$ cat config.mk
export PLATFORM = sky130hd
export DESIGN_NAME = lcd_command_decoder
export DESIGN_NICKNAME = d
export VERILOG_FILES = /design/src/rtl/lcd_command_decoder.v
export VERILOG_INCLUDE_DIRS = /design/src /design/src/rtl
export SDC_FILE = /design/constraint.sdc
export NUM_CORES = 2
export LEC_CHECK = 0
export BUFFER_PORTS_ARGS = -buffer_cell sky130_fd_sc_hd__buf_4
export CAP_MARGIN = 20
export CORE_AREA = 2 2 831 626
export DETAILED_ROUTE_END_ITERATION = 7
export DIE_AREA = 0 0 833 628
export HOLD_SLACK_MARGIN = 0.08
export MAX_ROUTING_LAYER = met4
export PLACE_DENSITY = 0.41
export SYNTH_ARGS = -nofsm -noshare
export SYNTH_HDL_FRONTEND = slang
export SYNTH_SLANG_ARGS = --single-unit
$ cat constraint.sdc
create_clock -name clk_sys -period 11.6 [get_ports clk_sys]
set_clock_uncertainty 0.15 [all_clocks]
set_input_delay 0.58 -clock clk_sys [delete_from_list [all_inputs] [get_ports clk_sys]]
set_output_delay 0.58 -clock clk_sys [all_outputs]
set_load 0.02 [all_outputs]
$ cat src/rtl/lcd_cmd_consts.vh
/*
 Command codes, geometry limits and reset values for the LCD command decoder.
 Assumes inclusion by the decoder only; definitions only.
*/
`ifndef LCD_CMD_CONSTS_VH
`define LCD_CMD_CONSTS_VH
// Command codes (full byte compare unless masked)
`define CMD_DISP_ONOFF    7'h57
`define CMD_START_LINE    2'h1
`define CMD_PAGE_SET      4'hb
`define CMD_COL_HIGH      4'h1
`define CMD_COL_LOW       4'h0
`define CMD_SEG_DIR       7'h50
`define CMD_INVERSE       7'h53
`define CMD_ALL_ON        7'h52
`define CMD_BIAS          7'h51
`define CMD_RMW           8'he0
`define CMD_END           8'hee
`define CMD_SOFT_RESET    8'he2
`define CMD_COM_SCAN      4'hc
`define CMD_POWER         5'h05
`define CMD_RATIO         5'h04
`define CMD_VOL_MODE      8'h81
`define CMD_NOP           8'he3
`define CMD_STATIC_OFF    8'hac
`define CMD_STATIC_ON     8'had
`define CMD_TEST          6'h3f
// Geometry
`define COL_LAST          7'h5f
`define PAGE_LAST         3'h4
// Reset values
`define RST_VOLUME        6'h20
`define RST_RATIO         3'h0
`endif

$ cat src/rtl/lcd_command_decoder.v
/*
 LCD controller command decoder: classifies host bus accesses, executes
 commands, and keeps the display RAM with its page and column addressing.
 Assumes the host bus pins are asynchronous (synchronised here) and that a
 host strobe stays active for at least three clk_sys cycles.
*/
// Notes on behaviour
// Data write stores byte, column advances
// Data read returns byte, column advances
// Host discards one dummy read first
// Serial interface has no read path
// D0 selects segment order, increment unaffected
// D0 selects display inversion, RAM untouched
// All-points-on overrides inversion, RAM kept
// All-on while display off enters power save
// D0 selects one-sixth or one-fifth bias
// Read-modify-write saves column, reads hold
// END restores saved column, leaves mode
// Other commands work during read-modify-write
// Soft reset clears listed settings only
// Host uses hardware reset at power-up
// D3 selects common scan direction
// D2 booster, D1 regulator, D0 follower
// Low three bits load resistor ratio
// Volume mode accepts only volume byte
// Host sends volume pair back to back
// Low six bits load volume register
// Access type from select and strobes
// Serial bytes arrive MSB first
// Column stops at last, no page carry
// Undefined command codes are ignored
`include "lcd_cmd_consts.vh"
`default_nettype none

module lcd_command_decoder (
    // Clock and reset
    input  wire       clk_sys,
    input  wire       reset_n,
    // Interface selection (strap levels)
    input  wire       serial_mode,
    input  wire       bus_6800,
    // Parallel host bus
    input  wire       chip_select_n,
    input  wire       reg_select,
    input  wire       rd_n_e,
    input  wire       wr_n_rw,
    input  wire [7:0] data_in,
    output reg  [7:0] data_out,
    output reg        data_oe_n,
    // Serial host bus
    input  wire       serial_clk,
    input  wire       serial_data,
    // Display settings
    output reg        display_on,
    output reg  [4:0] start_line,
    output reg  [2:0] page_addr,
    output reg  [6:0] col_addr,
    output reg        seg_reverse,
    output reg        display_inverse,
    output reg        all_points_on,
    output reg        power_save,
    output reg        bias_fifth,
    output reg        com_reverse,
    output reg        booster_on,
    output reg        regulator_on,
    output reg        follower_on,
    output reg  [2:0] regulator_resistor_ratio,
    output reg  [5:0] volume,
    output reg        static_on,
    output reg  [1:0] static_blink,
    output reg        rmw_active,
    output reg        test_active
);

    // Two-flop synchronisers for every host bus and strap pin
    reg [15:0] sync_a;
    reg [15:0] sync_b;
    always @(posedge clk_sys or negedge reset_n)
    begin
        if (!reset_n)
        begin
            sync_a <= 16'hffff;
            sync_b <= 16'hffff;
        end
        else
        begin
            sync_a <= {bus_6800, serial_clk, serial_data, chip_select_n, reg_select, rd_n_e, wr_n_rw,
                       data_in, serial_mode};
            sync_b <= sync_a;
        end
    end
    wire       s_m68  = sync_b[15];   // Strap too, so a late strap change cannot glitch decode
    wire       s_sclk = sync_b[14];
    wire       s_sdat = sync_b[13];
    wire       s_cs_n = sync_b[12];
    wire       s_a0   = sync_b[11];
    wire       s_rde  = sync_b[10];
    wire       s_wrrw = sync_b[9];
    wire [7:0] s_data = sync_b[8:1];
    wire       s_ser  = sync_b[0];

    // Strobe activity per bus style
    wire rd_act = !s_cs_n && (s_m68 ? (s_rde && s_wrrw) : !s_rde);
    wire wr_act = !s_cs_n && (s_m68 ? (s_rde && !s_wrrw) : !s_wrrw);
    reg  rd_prev;
    reg  wr_prev;
    reg  sclk_prev;
    reg  [2:0] bit_cnt;
    reg  [6:0] shift;

    // Access events: parallel writes act on strobe release, serial writes on the eighth clock rise, reads on strobe start
    wire par_wr = !s_ser && wr_prev && !wr_act;
    wire par_rd = !s_ser && rd_act && !rd_prev;
    wire ser_bit = s_ser && !s_cs_n && s_sclk && !sclk_prev;
    wire ser_byte = ser_bit && (bit_cnt == 3'h7);
    wire       wr_evt = par_wr || ser_byte;
    wire [7:0] wr_byte = s_ser ? {shift, s_sdat} : s_data;
    wire       wr_is_data = s_a0;
    wire       rd_is_data = s_a0;

    // Serial shifter, MSB first; reg_select sampled at the last bit
    always @(posedge clk_sys or negedge reset_n)
    begin
        if (!reset_n)
        begin
            rd_prev   <= 1'b0;
            wr_prev   <= 1'b0;
            sclk_prev <= 1'b0;
            bit_cnt   <= 3'h0;
            shift     <= 7'h00;
        end
        else
        begin
            rd_prev   <= rd_act;
            wr_prev   <= wr_act;
            sclk_prev <= s_sclk;
            if (s_cs_n)
                bit_cnt <= 3'h0;                 // Frame realigns on deselect
            else if (ser_bit)
            begin
                bit_cnt <= bit_cnt + 3'h1;
                shift   <= {shift[5:0], s_sdat};
            end
        end
    end

    // Display RAM: five pages of 96 columns, flops indexed by page*96+col
    reg [7:0] ram [0:479];
    function [8:0] ram_index;
        input [2:0] pg;
        input [6:0] cl;
        begin
            ram_index = {pg, 6'h00} + {1'b0, pg, 5'h00} + {2'h0, cl};
        end
    endfunction
    function [6:0] col_step;
        input [6:0] cl;
        begin
            col_step = (cl >= `COL_LAST) ? `COL_LAST : cl + 7'h01;
        end
    endfunction
    wire addr_ok = (page_addr <= `PAGE_LAST) && (col_addr <= `COL_LAST);

    // RAM write port
    always @(posedge clk_sys)
    begin
        if (wr_evt && wr_is_data && addr_ok)
            ram[ram_index(page_addr, col_addr)] <= wr_byte;
    end

    reg [6:0] saved_col;
    reg       vol_mode;
    reg       static_mode;
    reg [7:0] read_latch;

    // Command execution and address updates
    always @(posedge clk_sys or negedge reset_n)
    begin
        if (!reset_n)
        begin
            display_on               <= 1'b0;
            start_line               <= 5'h00;
            page_addr                <= 3'h0;
            col_addr                 <= 7'h00;
            seg_reverse              <= 1'b0;
            display_inverse          <= 1'b0;
            all_points_on            <= 1'b0;
            power_save               <= 1'b0;
            bias_fifth               <= 1'b0;
            com_reverse              <= 1'b0;
            booster_on               <= 1'b0;
            regulator_on             <= 1'b0;
            follower_on              <= 1'b0;
            regulator_resistor_ratio <= `RST_RATIO;
            volume                   <= `RST_VOLUME;
            static_on                <= 1'b0;
            static_blink             <= 2'h0;
            rmw_active               <= 1'b0;
            test_active              <= 1'b0;
            saved_col                <= 7'h00;
            vol_mode                 <= 1'b0;
            static_mode              <= 1'b0;
            data_out                 <= 8'h00;
            data_oe_n                <= 1'b1;
            read_latch               <= 8'h00;
        end
        else
        begin
            // Data bus drive; status read has no data latency
            data_oe_n <= !(rd_act && !s_ser);
            if (par_rd && rd_is_data)
            begin
                // Pipelined: each read shows the byte fetched by the last, hence the dummy read
                data_out   <= read_latch;
                read_latch <= addr_ok ? ram[ram_index(page_addr, col_addr)] : 8'h00;
                if (!rmw_active)
                    col_addr <= col_step(col_addr);
            end
            else if (par_rd)
                data_out <= {1'b0, seg_reverse, !display_on, 1'b0, 4'h0};
            if (wr_evt && wr_is_data)
                col_addr <= col_step(col_addr);
            else if (wr_evt && vol_mode)
            begin
                // Only the volume byte is accepted while the mode is open
                volume   <= wr_byte[5:0];
                vol_mode <= 1'b0;
            end
            else if (wr_evt && static_mode)
            begin
                static_blink <= wr_byte[1:0];
                static_mode  <= 1'b0;
            end
            else if (wr_evt)
            begin
                // Commands run regardless of read-modify-write state
                if (wr_byte[7:1] == `CMD_DISP_ONOFF)
                begin
                    display_on <= wr_byte[0];
                    if (wr_byte[0])
                        power_save <= 1'b0;
                    else if (all_points_on)
                        power_save <= 1'b1;
                end
                else if (wr_byte[7:6] == `CMD_START_LINE)
                    start_line <= wr_byte[4:0];
                else if (wr_byte[7:4] == `CMD_PAGE_SET)
                    page_addr <= wr_byte[2:0];
                else if (wr_byte[7:4] == `CMD_COL_HIGH)
                    col_addr <= {wr_byte[2:0], col_addr[3:0]};
                else if (wr_byte[7:4] == `CMD_COL_LOW)
                    col_addr <= {col_addr[6:4], wr_byte[3:0]};
                else if (wr_byte[7:1] == `CMD_SEG_DIR)
                    seg_reverse <= wr_byte[0];
                else if (wr_byte[7:1] == `CMD_INVERSE)
                    display_inverse <= wr_byte[0];
                else if (wr_byte[7:1] == `CMD_ALL_ON)
                begin
                    all_points_on <= wr_byte[0];
                    power_save    <= wr_byte[0] && !display_on;
                end
                else if (wr_byte[7:1] == `CMD_BIAS)
                    bias_fifth <= wr_byte[0];
                else if (wr_byte == `CMD_RMW)
                begin
                    rmw_active <= 1'b1;
                    saved_col  <= col_addr;
                end
                else if (wr_byte == `CMD_END)
                begin
                    if (rmw_active)
                        col_addr <= saved_col;
                    rmw_active <= 1'b0;
                end
                else if (wr_byte == `CMD_SOFT_RESET)
                begin
                    // Display RAM and power enables stay as they are
                    start_line               <= 5'h00;
                    col_addr                 <= 7'h00;
                    page_addr                <= 3'h0;
                    com_reverse              <= 1'b0;
                    regulator_resistor_ratio <= `RST_RATIO;
                    volume                   <= `RST_VOLUME;
                    static_on                <= 1'b0;
                    static_blink             <= 2'h0;
                    rmw_active               <= 1'b0;
                    test_active              <= 1'b0;
                end
                else if (wr_byte[7:4] == `CMD_COM_SCAN)
                    com_reverse <= wr_byte[3];
                else if (wr_byte[7:3] == `CMD_POWER)
                begin
                    booster_on   <= wr_byte[2];
                    regulator_on <= wr_byte[1];
                    follower_on  <= wr_byte[0];
                end
                else if (wr_byte[7:3] == `CMD_RATIO)
                    regulator_resistor_ratio <= wr_byte[2:0];
                else if (wr_byte == `CMD_VOL_MODE)
                    vol_mode <= 1'b1;
                else if (wr_byte == `CMD_STATIC_OFF)
                    static_on <= 1'b0;
                else if (wr_byte == `CMD_STATIC_ON)
                begin
                    static_on   <= 1'b1;
                    static_mode <= 1'b1;
                end
                else if (wr_byte == `CMD_NOP)
                    test_active <= 1'b0;
                else if (wr_byte[7:2] == `CMD_TEST)
                    test_active <= 1'b1;
                // Any other code falls through untouched
            end
        end
    end

endmodule // lcd_command_decoder
`default_nettype wire

Word level (Yosys, flattened, before mapping)
Memory sizes are Yosys's and may differ from the RTL's.
Cells that the tools add are included.
- memories kept: 1
- memory bits (writable): 3840
- output and inout port bits: 48
- input bits: 18
- flip-flop bits (word level): 110
- magnitude comparators: 3
- reduce and logical (&&, ||, !) cells: 66
- add/sub/neg operators: 4
- mux-type cells: 153
- bitwise logic cells: 17
- equality and inequality tests: 85
- memory list (name ; words ; bits a word ; rd ports ; clocked after Yosys merged registers in ; write ports ; RTL line ; text):
    ram ; 480 ; 8 ; 1 ; 0 ; 1 ; lcd_command_decoder.v:148 ; reg [7:0] ram [0:479];
- operators by type and width (kind ; count):
    two-way mux 7 bit ; 20
    != test 2 bit (second input constant) ; 62
    two-way mux 6 bit ; 15
    two-way mux 1 bit ; 73
    AND reduction 15 bit ; 4
    equality test 8 bit (second input constant) ; 7
    two-way mux 5 bit ; 11
    two-way mux 3 bit ; 16
    AND reduction 18 bit ; 2
    equality test 7 bit (second input constant) ; 5
    two-way mux 8 bit ; 4
    two-way mux 2 bit ; 14
    AND reduction 14 bit ; 2
    nonzero test 2 bit ; 13
    AND reduction 12 bit ; 2
    AND reduction 22 bit ; 1
    AND reduction 21 bit ; 1
    AND reduction 20 bit ; 1
    logical AND 1 bit ; 19
    AND reduction 19 bit ; 1
    inverter 1 bit ; 17
    AND reduction 16 bit ; 1
    AND reduction 13 bit ; 1
    AND reduction 11 bit ; 1
    23 further kinds ; 35

Longest topological paths before layout
- depth after elaboration: 23
- mapped depth: 14
- gate-level depth less buffers: 12

Least setup slack after synthesis
Ideal clock, no wire load.
- kind: reg2reg
- start: reg sync_b[0]
- end: reg col_addr[4]
- cell stages (with the launch flop): 10
- library setup time: 0.123 ns
- data required time: 11.327 ns
- period minus slack after synthesis: 8.922 ns
- buffers on the path: 1
- setup slack: 2.678 ns
- arrival: 8.649 ns
- cells stage by stage: dfstp_2 buf_4 mux2i_2 clkinv_1 nor3_1 o21ai_0 and3_1 o221ai_1 a31o_1 nand2_1
- RTL lines (item ; RTL line ; text):
    start, declared ; lcd_command_decoder.v:77 ; reg [15:0] sync_b;
    start signal, assigned ; lcd_command_decoder.v:89 ; sync_b <= sync_a;
    two-way mux 8 bit * ; lcd_command_decoder.v:117 ; wire [7:0] wr_byte = s_ser ? {shift, s_sdat} : s_data;
    named net wr_byte[1] ; lcd_command_decoder.v:117 ;
    equality test 8 bit (no source line) ; n/a ;
    two-way mux 7 bit ; lcd_command_decoder.v:275 ; else if (wr_byte == `CMD_SOFT_RESET)
    two-way mux 7 bit ; lcd_command_decoder.v:269 ; else if (wr_byte == `CMD_END)
    two-way mux 7 bit ; lcd_command_decoder.v:264 ; else if (wr_byte == `CMD_RMW)
    two-way mux 7 bit ; lcd_command_decoder.v:262 ; else if (wr_byte[7:1] == `CMD_BIAS)
    two-way mux 7 bit ; lcd_command_decoder.v:257 ; else if (wr_byte[7:1] == `CMD_ALL_ON)
    [3 not listed] ; n/a ;
    two-way mux 7 bit ; lcd_command_decoder.v:249 ; else if (wr_byte[7:4] == `CMD_COL_HIGH)
    two-way mux 7 bit ; lcd_command_decoder.v:247 ; else if (wr_byte[7:4] == `CMD_PAGE_SET)
    two-way mux 7 bit ; lcd_command_decoder.v:245 ; else if (wr_byte[7:6] == `CMD_START_LINE)
    two-way mux 7 bit ; lcd_command_decoder.v:237 ; if (wr_byte[7:1] == `CMD_DISP_ONOFF)
    two-way mux 7 bit ; lcd_command_decoder.v:234 ; else if (wr_evt)
    two-way mux 7 bit ; lcd_command_decoder.v:229 ; else if (wr_evt && static_mode)
    two-way mux 7 bit ; lcd_command_decoder.v:223 ; else if (wr_evt && vol_mode)
    two-way mux 7 bit ; lcd_command_decoder.v:221 ; if (wr_evt && wr_is_data)
    end signal, assigned ; lcd_command_decoder.v:217 ; col_addr <= col_step(col_addr);
    end signal, assigned ; lcd_command_decoder.v:222 ; col_addr <= col_step(col_addr);
    end signal, assigned ; lcd_command_decoder.v:250 ; col_addr <= {wr_byte[2:0], col_addr[3:0]};
    end, declared ; lcd_command_decoder.v:57 ; output reg [6:0] col_addr,
The timed path passes the listed nets; every way through them passes the cells marked *. The select of a mux whose other input is x is not followed.
A chain may end at the register's enable or synchronous reset.

Worst setup path in the final report
- start: reg col_addr[1]
- end: reg read_latch[0]
- longest elaborated chain between the ends: 3
- RTL lines (item ; RTL line ; text):
    adder 9 x 7 -> 9 bit or <= comparator 7 bit (tied branches) ; n/a ;
    memory read (480 x 8 bit) or logical AND 1 bit (tied branches) ; n/a ;
    two-way mux 8 bit * ; lcd_command_decoder.v:215 ; read_latch <= addr_ok ? ram[ram_index(page_addr, col_addr)] : 8'h00;
    end signal, assigned ; lcd_command_decoder.v:215 ;
    end, declared ; lcd_command_decoder.v:174 ; reg [7:0] read_latch;
Every way passes the cells marked *; elsewhere a longest branch is shown, timed or not.

==> impl_metrics.ini <==
[clock_tree]
cts_buffer_depth = 4
cts_resized = 0
insertion_delay_ns = 1.01
cts_tree = done
clock-root-buffer = clkbuf_16
numClockSinks = 3950
cts.htree.levels = 5
numCtsBuffers = 393
cts_setup_buffers = 0
clk_transition_reported_paths_ns = 0.07

[drt]
ant_nets = 0
drcViolationCount = 0
firstDrtPassIters = 5
initialDrtViolationCount = 11000
wl_per_cell_um = 36.1
viasPerCell = 5.35
vias = 80600
routed_wl_mm = 544

[power]
power.density_mw_per_mm2 = 228
p_leak_nw = 54.8
vdd_drop_max_mv = 0.209

[global_routing]
grt_pass1_wl_mm = 732
grt_max_degree = 163
grt_antenna_before_repair = 63
grt_use_total = 0.209
grt_overflow = 0
grt_pass1_vias = 79100

[synth]
synth_top_area_share = 0.748
synthCells = 7518
yosys_warnings = 0
netlist_top_cells_count = edfxtp_1, mux4_2, nor2_1
ys_top_cells_by_area = edfxtp_1, mux4_2, mux2i_1
async_reset_ff_frac = 0.0278
yosys_most_used_dff = edfxtp_1
synth_top_area_cell = edfxtp_1
seq_area_frac_synth = 0.766
synth.net_count = 7548
synth.cell_area_sq_mm = 0.154
ys_ff_latch = 3950
synth.avg_cell_area_sq_um = 20.5
synth_cell_types = 96
yosysMostFrequentCell = edfxtp_1
synth_edf_count = 3840

[finish]
fillers = 48100
drive_gt1_frac = 0.236
fin_nets = 7805
utilization = 0.343
syn2layout_area_growth_pct = 14.8

[floorplan]
core_area_sq_mm = 0.516
num_rows = 229
die_w_um = 833
fp.dieH_um = 628
start_util = 0.299
die_area_sq_mm = 0.523
ioPinCount = 66

[critical_path]
r2r-start = col_addr[1]
reg2reg_slack_ns = 4.74
cp-start-kind = register
worst-r2r-cell-count = 10
required_ns = 12.32
crit_type = register to register
cp-end-kind = register
arrival_ns = 7.58
r2r-end = read_latch[0]
cp-startpoint = col_addr[1]
cp_max_fo = 104

[run]
drv_cap = 0

[hold_path]
hp-start = sync_a[7]
holdPathEnd = sync_b[7]
holdPathStages = 0
min_path_type = register to register

[timing]
fmax_ghz = 0.146
worst_pin_slew_ns = 1.49
fin_crit_ns = 6.86
hold_viol = 0
finalSetupViolations = 0
slew_headroom = 0.00892
rsz0062_at_grt = false
finalSetupTns_ns = 0
finalCritPeriodShare = 0.591
slew_violations = 0

[placement]
gp_congestion = 0.827
hpwl_mm = 326
port_buffers = 65

[outcome]
status = finished, final reports clean
-- final cells by class --
class | count | area (sq um) | area share
Sequential cell | 3950 | 118000 | 0.667
Multi-Input combinational cell | 3097 | 34200 | 0.193
Clock buffer | 459 | 10200 | 0.0578
Tap cell | 6930 | 8670 | 0.0490
Clock inverter | 265 | 2920 | 0.0165
Timing Repair Buffer | 310 | 2660 | 0.0150
Inverter | 23 | 143 | 0.000806
Antenna cell | 29 | 72.6 | 0.000410
-- repair_timing --
action                                 CTS  global route
hold buffers                            35             0
endpoints found under the hold margin   71             0
setup endpoints to repair                0             0
-- where the power goes --
| part | internal (mW) | total (mW) | switching [mW] |
|---|---|---|---|
| Combinational | 3.49 | 10.7 | 7.18 |
| Sequential | 16.2 | 16.4 | 0.156 |
| Clock | 7.51 | 13.3 | 5.80 |
-- cells in the final DEF (no fill, tap or decap), types with 64 or more instances in the layout --
cell,instances
a21oi_1,109
a22oi_1,168
buf_4,249
clkbuf_16,398
clkinv_1,78
clkinv_2,79
dfrtp_1,71
edfxtp_1,3840
mux2i_1,365
mux4_2,878
nand2_1,258
nand3_1,64
nor2_1,553
o21ai_0,113
-- layer usage --
metal,GRT usage,part of all wire,vias up
met1,0.308,0.46,44800
met5,-,0,-
met2,0.306,0.45,3436
li1,-,-,31800
met3,0.0375,0.075,547
met4,0.0390,0.020,0
-- logic make-up (layout without fill, tap and decap cells) --
family / count (synthesis) / count (layout) / synth area share
other cells: 0 / 29 / 0
fa+ha+maj: 12 / 12 / 0.00107
xor+xnor: 3 / 3 / 0.000170
compound gates: 696 / 696 / 0.0311
simple gates: 1109 / 1109 / 0.0312
mux: 1277 / 1277 / 0.155
buf+inv: 471 / 1057 / 0.0156
flops: 3950 / 3950 / 0.766
-- how the worst max path moves through the flow --
stage,end
floorplan,col_addr[4]
global placement,read_latch[3]
detailed placement,read_latch[3]
CTS,read_latch[3]
global route,read_latch[3]
finish,read_latch[0]
-- worst max-delay path: stages (launching register included) --
cell and delay, ns:
dfrtp_4 0.79, buf_12 0.46, buf_4 0.70, buf_12 0.57, mux4_2 0.61, mux2i_1 0.73, nor3_1 0.20, a211oi_1 1.04
nand4_1 0.15, a2111oi_0 0.58, a31oi_1 0.18
-- sequential cells by signal, indices dropped and copies added (netlist names), 3 cells and up --
register	flops
bit_cnt	3
col_addr	7
data_out	8
page_addr	3
ram	3840
read_latch	8
regulator_resistor_ratio	3
saved_col	7
shift	7
start_line	5
sync_a	16
sync_b	16
volume	6
-- per-stage QoR --
step	cell area [sq um]	hold WS, ns	instances	setup WS, ns	total power [mW]
after global routing	177000	0.210	15100	4.58	41.5
final	177000	0.203	15100	4.74	40.4
after CTS	177000	0.206	15000	4.99	40.7
after detailed placement	163000	0.197	14300	5.00	27.5
after global placement	163000	0.198	14300	4.40	27.5
after floorplan	154000	0.134	7518	2.68	22.8
(Power assumes the default switching activity.)
